**src/irqsf_pkg.sv**
```systemverilog
// Constants for the interrupt source flag pair
package irqsf_pkg;

	// ----------------------------------------------------------------
	// Register map
	// ----------------------------------------------------------------
	localparam int ADDR_W = 16;
	localparam logic [15:0] ADDR_RX_TX_STATUS = 16'h00f5;
	localparam logic [15:0] ADDR_PHY_EVENTS = 16'h00f6;

	// ----------------------------------------------------------------
	// Bit positions, first register
	// ----------------------------------------------------------------
	localparam int BIT_FRAME_TX_DONE = 7;
	localparam int BIT_RX_LEVEL = 6;
	localparam int BIT_MODE_SWITCH_RX_DONE = 5;
	localparam int BIT_RX_OVERRUN = 4;
	localparam int BIT_ADDR_FILTER = 3;
	localparam int BIT_FRAME_LENGTH = 2;
	localparam int BIT_RX_BANK1_DONE = 1;
	localparam int BIT_RX_BANK0_DONE = 0;

	// ----------------------------------------------------------------
	// Bit positions, second register
	// ----------------------------------------------------------------
	localparam int BIT_PREAMBLE_FOUND = 7;
	localparam int BIT_CCA_DONE = 6;
	localparam int BIT_AGC_DONE = 5;
	localparam int BIT_RX_BYTE_COUNT = 4;
	localparam int BIT_FRAME_RX_DONE = 3;
	localparam int BIT_RX_START = 2;
	localparam int BIT_TX_START = 1;
	localparam int BIT_TX_BYTE_COUNT = 0;

	// ----------------------------------------------------------------
	// Auto-clear masks and reset values
	// ----------------------------------------------------------------
	localparam logic [7:0] CANCEL_MASK_RX_TX = 8'h0f;
	localparam logic [7:0] CANCEL_MASK_PHY = 8'hb4;
	localparam logic [7:0] DONE_MASK_RX_TX = 8'h0c;
	localparam logic [7:0] DONE_MASK_PHY = 8'hb4;
	localparam logic [7:0] FLAG_RESET = 8'h00;
	localparam logic [7:0] RDATA_RESET = 8'h00;
	localparam logic IRQ_RESET = 1'b0;

endpackage : irqsf_pkg

```
**src/irqsf_flags.sv**
```systemverilog
// Clear-on-read interrupt source flag registers, first and second
//
// Functional notes
// Enabled event sets its flag; disabled never
// Read clears only bits read as one
// Writes ignored; host clears by dummy reads
// Host reads all eight bytes in one frame
// Flag reset value is undefined for users
// First register at 00F5H, upper four bits
// First register lower four bits layout
// Second register at 00F6H, upper four bits
// Second register lower four bits layout
// Zero means none, one means request pending
// Polarity select inverts interrupt output level
// Cancel auto-clear wipes reception flags
// Completion auto-clear wipes associated flags
// Interrupt asserted while any flag set
`timescale 1ns/1ps
module irqsf_flags (
	// Clock and reset
	input wire logic clk,
	input wire logic rst_n,
	// Register read port from the serial decoder
	input wire logic regRead,
	input wire logic [15:0] regAddr,
	output logic [7:0] regRdata,
	// Event pulses and their enables
	input wire logic [7:0] eventRxTx,
	input wire logic [7:0] enableRxTx,
	input wire logic [7:0] eventPhy,
	input wire logic [7:0] enablePhy,
	// Reception auto-clear triggers and mode bits
	input wire logic rxCancel,
	input wire logic rxDone,
	input wire logic cancel_autoclear_en,
	input wire logic rx_done_autoclear_en,
	input wire logic irq_polarity_sel,
	// Interrupt pin
	output logic irq_output_pin
);

	// ----------------------------------------------------------------
	// Flag update
	// ----------------------------------------------------------------
	// Set always beats any clear in the same cycle, so no event is lost
	function automatic logic [7:0] flagNext(
		input logic [7:0] cur,
		input logic [7:0] setV,
		input logic [7:0] clrV
	);
		flagNext = (cur & ~clrV) | setV;
	endfunction : flagNext

	logic [7:0] flagsRxTx_r;
	logic [7:0] flagsPhy_r;
	logic [7:0] flagsRxTx_nxt;
	logic [7:0] flagsPhy_nxt;
	logic [7:0] regRdata_r;
	logic [7:0] regRdata_nxt;
	logic irqOut_r;
	logic irqOut_nxt;

	wire logic hitRxTx = regRead && (regAddr == irqsf_pkg::ADDR_RX_TX_STATUS);
	wire logic hitPhy = regRead && (regAddr == irqsf_pkg::ADDR_PHY_EVENTS);
	wire logic cancelClr = rxCancel && cancel_autoclear_en;
	wire logic doneClr = rxDone && rx_done_autoclear_en;
	// Gated events only; no write path exists into the flags
	wire logic [7:0] setRxTx = eventRxTx & enableRxTx; // see R1
	wire logic [7:0] setPhy = eventPhy & enablePhy;
	// Reading clears exactly the ones that were returned
	wire logic [7:0] rdClrRxTx = hitRxTx ? flagsRxTx_r : 8'h00;
	wire logic [7:0] rdClrPhy = hitPhy ? flagsPhy_r : 8'h00;
	wire logic [7:0] autoClrRxTx =
		(cancelClr ? irqsf_pkg::CANCEL_MASK_RX_TX : 8'h00) |
		(doneClr ? irqsf_pkg::DONE_MASK_RX_TX : 8'h00);
	wire logic [7:0] autoClrPhy =
		(cancelClr ? irqsf_pkg::CANCEL_MASK_PHY : 8'h00) |
		(doneClr ? irqsf_pkg::DONE_MASK_PHY : 8'h00);

	assign flagsRxTx_nxt = flagNext(flagsRxTx_r, setRxTx,
		rdClrRxTx | autoClrRxTx);
	assign flagsPhy_nxt = flagNext(flagsPhy_r, setPhy,
		rdClrPhy | autoClrPhy);

	// Data of an unmapped address reads as zero
	assign regRdata_nxt = hitRxTx ? flagsRxTx_r : // see R6
		hitPhy ? flagsPhy_r : 8'h00; // see R8
	// Pin follows the next flag state so it drops with the clearing read
	assign irqOut_nxt = ((|flagsRxTx_nxt) || (|flagsPhy_nxt)) ^
		irq_polarity_sel; // see R11

	// ----------------------------------------------------------------
	// Named flag bits
	// ----------------------------------------------------------------
	// Only the checks read these; the datapath works on whole bytes
	wire logic frame_tx_done_flag =
		flagsRxTx_r[irqsf_pkg::BIT_FRAME_TX_DONE];
	wire logic rx_level_flag =
		flagsRxTx_r[irqsf_pkg::BIT_RX_LEVEL];
	wire logic mode_switch_rx_done_flag =
		flagsRxTx_r[irqsf_pkg::BIT_MODE_SWITCH_RX_DONE];
	wire logic rx_overrun_flag =
		flagsRxTx_r[irqsf_pkg::BIT_RX_OVERRUN];
	wire logic addr_filter_flag =
		flagsRxTx_r[irqsf_pkg::BIT_ADDR_FILTER];
	wire logic frame_length_flag =
		flagsRxTx_r[irqsf_pkg::BIT_FRAME_LENGTH];
	wire logic rx_bank1_done_flag =
		flagsRxTx_r[irqsf_pkg::BIT_RX_BANK1_DONE];
	wire logic rx_bank0_done_flag =
		flagsRxTx_r[irqsf_pkg::BIT_RX_BANK0_DONE];
	wire logic preamble_found_flag =
		flagsPhy_r[irqsf_pkg::BIT_PREAMBLE_FOUND];
	wire logic cca_done_flag =
		flagsPhy_r[irqsf_pkg::BIT_CCA_DONE];
	wire logic agc_done_flag =
		flagsPhy_r[irqsf_pkg::BIT_AGC_DONE];
	wire logic rx_byte_count_flag =
		flagsPhy_r[irqsf_pkg::BIT_RX_BYTE_COUNT];
	wire logic frame_rx_done_flag =
		flagsPhy_r[irqsf_pkg::BIT_FRAME_RX_DONE];
	wire logic rx_start_flag =
		flagsPhy_r[irqsf_pkg::BIT_RX_START];
	wire logic tx_start_flag =
		flagsPhy_r[irqsf_pkg::BIT_TX_START];
	wire logic tx_byte_count_flag =
		flagsPhy_r[irqsf_pkg::BIT_TX_BYTE_COUNT];

	// ----------------------------------------------------------------
	// Registers
	// ----------------------------------------------------------------
	// Reset value is a convenience only; users must not rely on it
	always_ff @(posedge clk or negedge rst_n) begin
		if (!rst_n) begin
			flagsRxTx_r <= irqsf_pkg::FLAG_RESET;
			flagsPhy_r <= irqsf_pkg::FLAG_RESET;
		end else begin
			flagsRxTx_r <= flagsRxTx_nxt;
			flagsPhy_r <= flagsPhy_nxt;
		end
	end

	always_ff @(posedge clk or negedge rst_n) begin
		if (!rst_n) begin
			regRdata_r <= irqsf_pkg::RDATA_RESET;
			irqOut_r <= irqsf_pkg::IRQ_RESET;
		end else begin
			regRdata_r <= regRdata_nxt;
			irqOut_r <= irqOut_nxt;
		end
	end

	assign regRdata = regRdata_r;
	assign irq_output_pin = irqOut_r;
endmodule : irqsf_flags

```
**config.mk**
```make
export PLATFORM = sky130hd
export DESIGN_NAME = irqsf_flags
export DESIGN_NICKNAME = d
export VERILOG_FILES = /design/src/irqsf_pkg.sv /design/src/irqsf_flags.sv
export SDC_FILE = /design/constraint.sdc
export NUM_CORES = 1
export LEC_CHECK = 0
export BUFFER_PORTS_ARGS = -buffer_cell sky130_fd_sc_hd__buf_4
export CAP_MARGIN = 40
export CORE_MARGIN = 2
export CORE_UTILIZATION = 40
export CTS_BUF_LIST = sky130_fd_sc_hd__clkbuf_8
export DETAILED_ROUTE_END_ITERATION = 10
export GPL_ROUTABILITY_DRIVEN = 0
export PLACE_DENSITY = 0.86
export SLEW_MARGIN = 0
export SYNTH_ARGS = -nofsm -noshare
export SYNTH_HDL_FRONTEND = slang
export SYNTH_SLANG_ARGS = --single-unit
```
**constraint.sdc**
```tcl
create_clock -name clk -period 1.3 [get_ports clk]
set_input_delay 0 -clock clk [delete_from_list [all_inputs] [get_ports clk]]
set_output_delay 0 -clock clk [all_outputs]
set_load 0.01 [all_outputs]
```
==> metrics <==
static leakage 1.042 nW; kind of critical path reg -> reg; port bufs 64; RSZ-0062 raised after global routing true; H-tree depth 1; Detail Placement HPWL 2713 µm; fillers 121; first-pass GRT wire length 7700 µm; io pins 65; Slew headroom 73.27%; Final Hold Vio Count 0; GRT Util Overall 32.43%; Period Utilization, post-route 126.0%; violated checks negative setup slack; share of layout cells above drive strength 1 46.60%; Root Driver clkbuf_8; worst path arrival time 1820 ps; die height 56.26 µm; Worst EP required 1480 ps; fraction of registers with async set/reset 100.0%; number of global-route vias before repair 1,489; antenna violations before repair 0; Post-CTS Setup Bufs 0; Crit Path Max Fanout 3; syn nets 140; DRT Pass-1 Iters 4; Iteration-0 DRC Markers 83; dominant cells by area after synthesis dfrtp_1 (57%), a22o_1 (16%), a22oi_1 (6.2%); fin. max-slew vios 0; PD cells 778.5 nW/µm²; worst-case clock buffer depth 2; total grt overflow 0; post-route setup slack -338.0 ps; Max Cap Viol 0; Final Setup Violations 1; Core Box Area 2522 µm²; clock sink count 25; cell count after synthesis 84; crit path launch flagsRxTx_r[6]; worst hold path type in -> reg; die width 56.26 µm; Worst-Margin Slew 397.2 ps; Reg2Reg Depth 5; antenna-violating nets left 0; Seq cells post-synth 25; Post-synth EDFFs 0; Layout Nets 263; Synth area leader dfrtp_1; clock skew 5.765 ps; fin cells 236; Distinct cells, synth 23; Post-Syn Area 1092 µm²; Initial Utilization 43.30%; Area Overhead vs Synth 99.08%; most frequent cells in the layout buf_4 (85), dlygate4sd3_1 (34), dfrtp_1 (25), a22o_1 (20), a22oi_1 (9); Avg WL per Cell 20.50 µm; Clk pin slew, worst setup/hold paths 90 ps; die area 3165 µm²; clk_lat worst skew 280 ps; CP Launch Type flip-flop; hold path cells 3; Crit Reg-Reg Startpoint flagsRxTx_r[6]; CTS Buf Count 3; Placed Cells incl. Taps 198; largest net degree at the start of global routing 26; Post-Route WL 4839 µm; number of diodes 0; worst-case vdd ir drop 1037 µV; # DRC 0; commonest non-fill, non-tap cell in the layout buf_4; run status finished with violations; Synth Area per Inst 13.00 µm²; warnings from Yosys 0; DR vias 1,374; hold path start cancel_autoclear_en; sequential fraction of the synthesis area 57.27%; fmax 0.6105 GHz; Util after Layout 86.21%; Vias/cell 5.822; prevailing post-synth register cell dfrtp_1; CP Capture Type flip-flop; CTS tree built; Row Count 18; Final min period 1638 ps; area share of the largest cell type after synthesis 57.27%
[kinds of logic (layout without fill, tap and decap cells)]
kind of cell | Yosys count | count (layout) | synth area share [%]
buffers and inverters | 1 | 123 | 0.4578
AOI/OAI and AO/OA | 37 | 37 | 28.75
and+or+nand+nor | 20 | 20 | 12.72
xor gates and xnor gates | 1 | 1 | 0.8020
DFF | 25 | 25 | 57.27
[final timing paths]
kind	slack [ps]	endpoint
worst min-delay path	140	flagsRxTx_r[0]
max in group asynchronous	900	flagsRxTx_r[3]
worst max-delay path	-340	irq_output_pin
min in group asynchronous	150	regRdata[0]
worst min register to register	550	regRdata[0]
worst max register to register	-340	irq_output_pin
[Yosys cell counts (all sizes together), types with 2 or more instances]
library cell / number
a32o: 4
dfrtp: 25
nor4: 4
nand4: 3
a22oi: 9
nor2: 2
a22o: 20
o21ai: 2
nor3b: 2
[layer usage]
layer	track usage, %	wire, µm	vias up
met5	0	0	-
li1	-	-	597
met3	8.986	393	23
met4	12.59	208	0
met1	37.02	1790	665
met2	57.14	2445	89
[through the flow]
| stage | TNS (ps) | area [µm²] | setup slack (ps) | hold slack [ps] | power (W) |
|---|---|---|---|---|---|
| after floorplan | -255.8 | 1095 | -255.8 | -295.6 | 0.0008987 |
| after global placement | -3009 | 1763 | -285.0 | -88.95 | 0.001117 |
| after detailed placement | -3666 | 1763 | -310.9 | -77.67 | 0.001125 |
| after CTS | -287.4 | 2158 | -287.4 | 140.2 | 0.001663 |
| after global routing | -442.3 | 2175 | -412.3 | 139.0 | 0.001744 |
| final | -338.0 | 2175 | -338.0 | 139.3 | 0.001693 |
[report_power, final]
part	switching, W	leakage, nW	internal (W)
clock	0.000257	0.0217	0.000218
sequential	0.0000160	0.288	0.000806
combinational	0.000142	0.732	0.000255
[critical path, cell delays in order (launching register included)]
cell	delay, ps
dfrtp_1	430
buf_4	170
nor4_1	400
nor2_1	110
a211oi_2	250
xnor2_1	180
[cell type report]
class	count	area, µm²	share of cell area [%]
Clock buffer	3	41.29	1.899
Clock inverter	1	7.507	0.3452
Multi-Input combinational cell	58	484.2	22.27
Sequential cell	25	625.6	28.77
Tap cell	30	37.54	1.726
Timing Repair Buffer	119	978.4	44.99
[flip-flops by register name, indices dropped and copies added, names as in the netlist]
name and cells:
flagsRxTx_r 8, regRdata 8, irq_output_pin 1, flagsPhy_r 8
[repair_timing]
action	CTS	global route
endpoints found under the setup margin	1	10
hold endpoints to repair	42	0
hold buffers	34	0
resized for setup	1	4
pin swaps	0	1
Power figures use the tool's default switching activity.
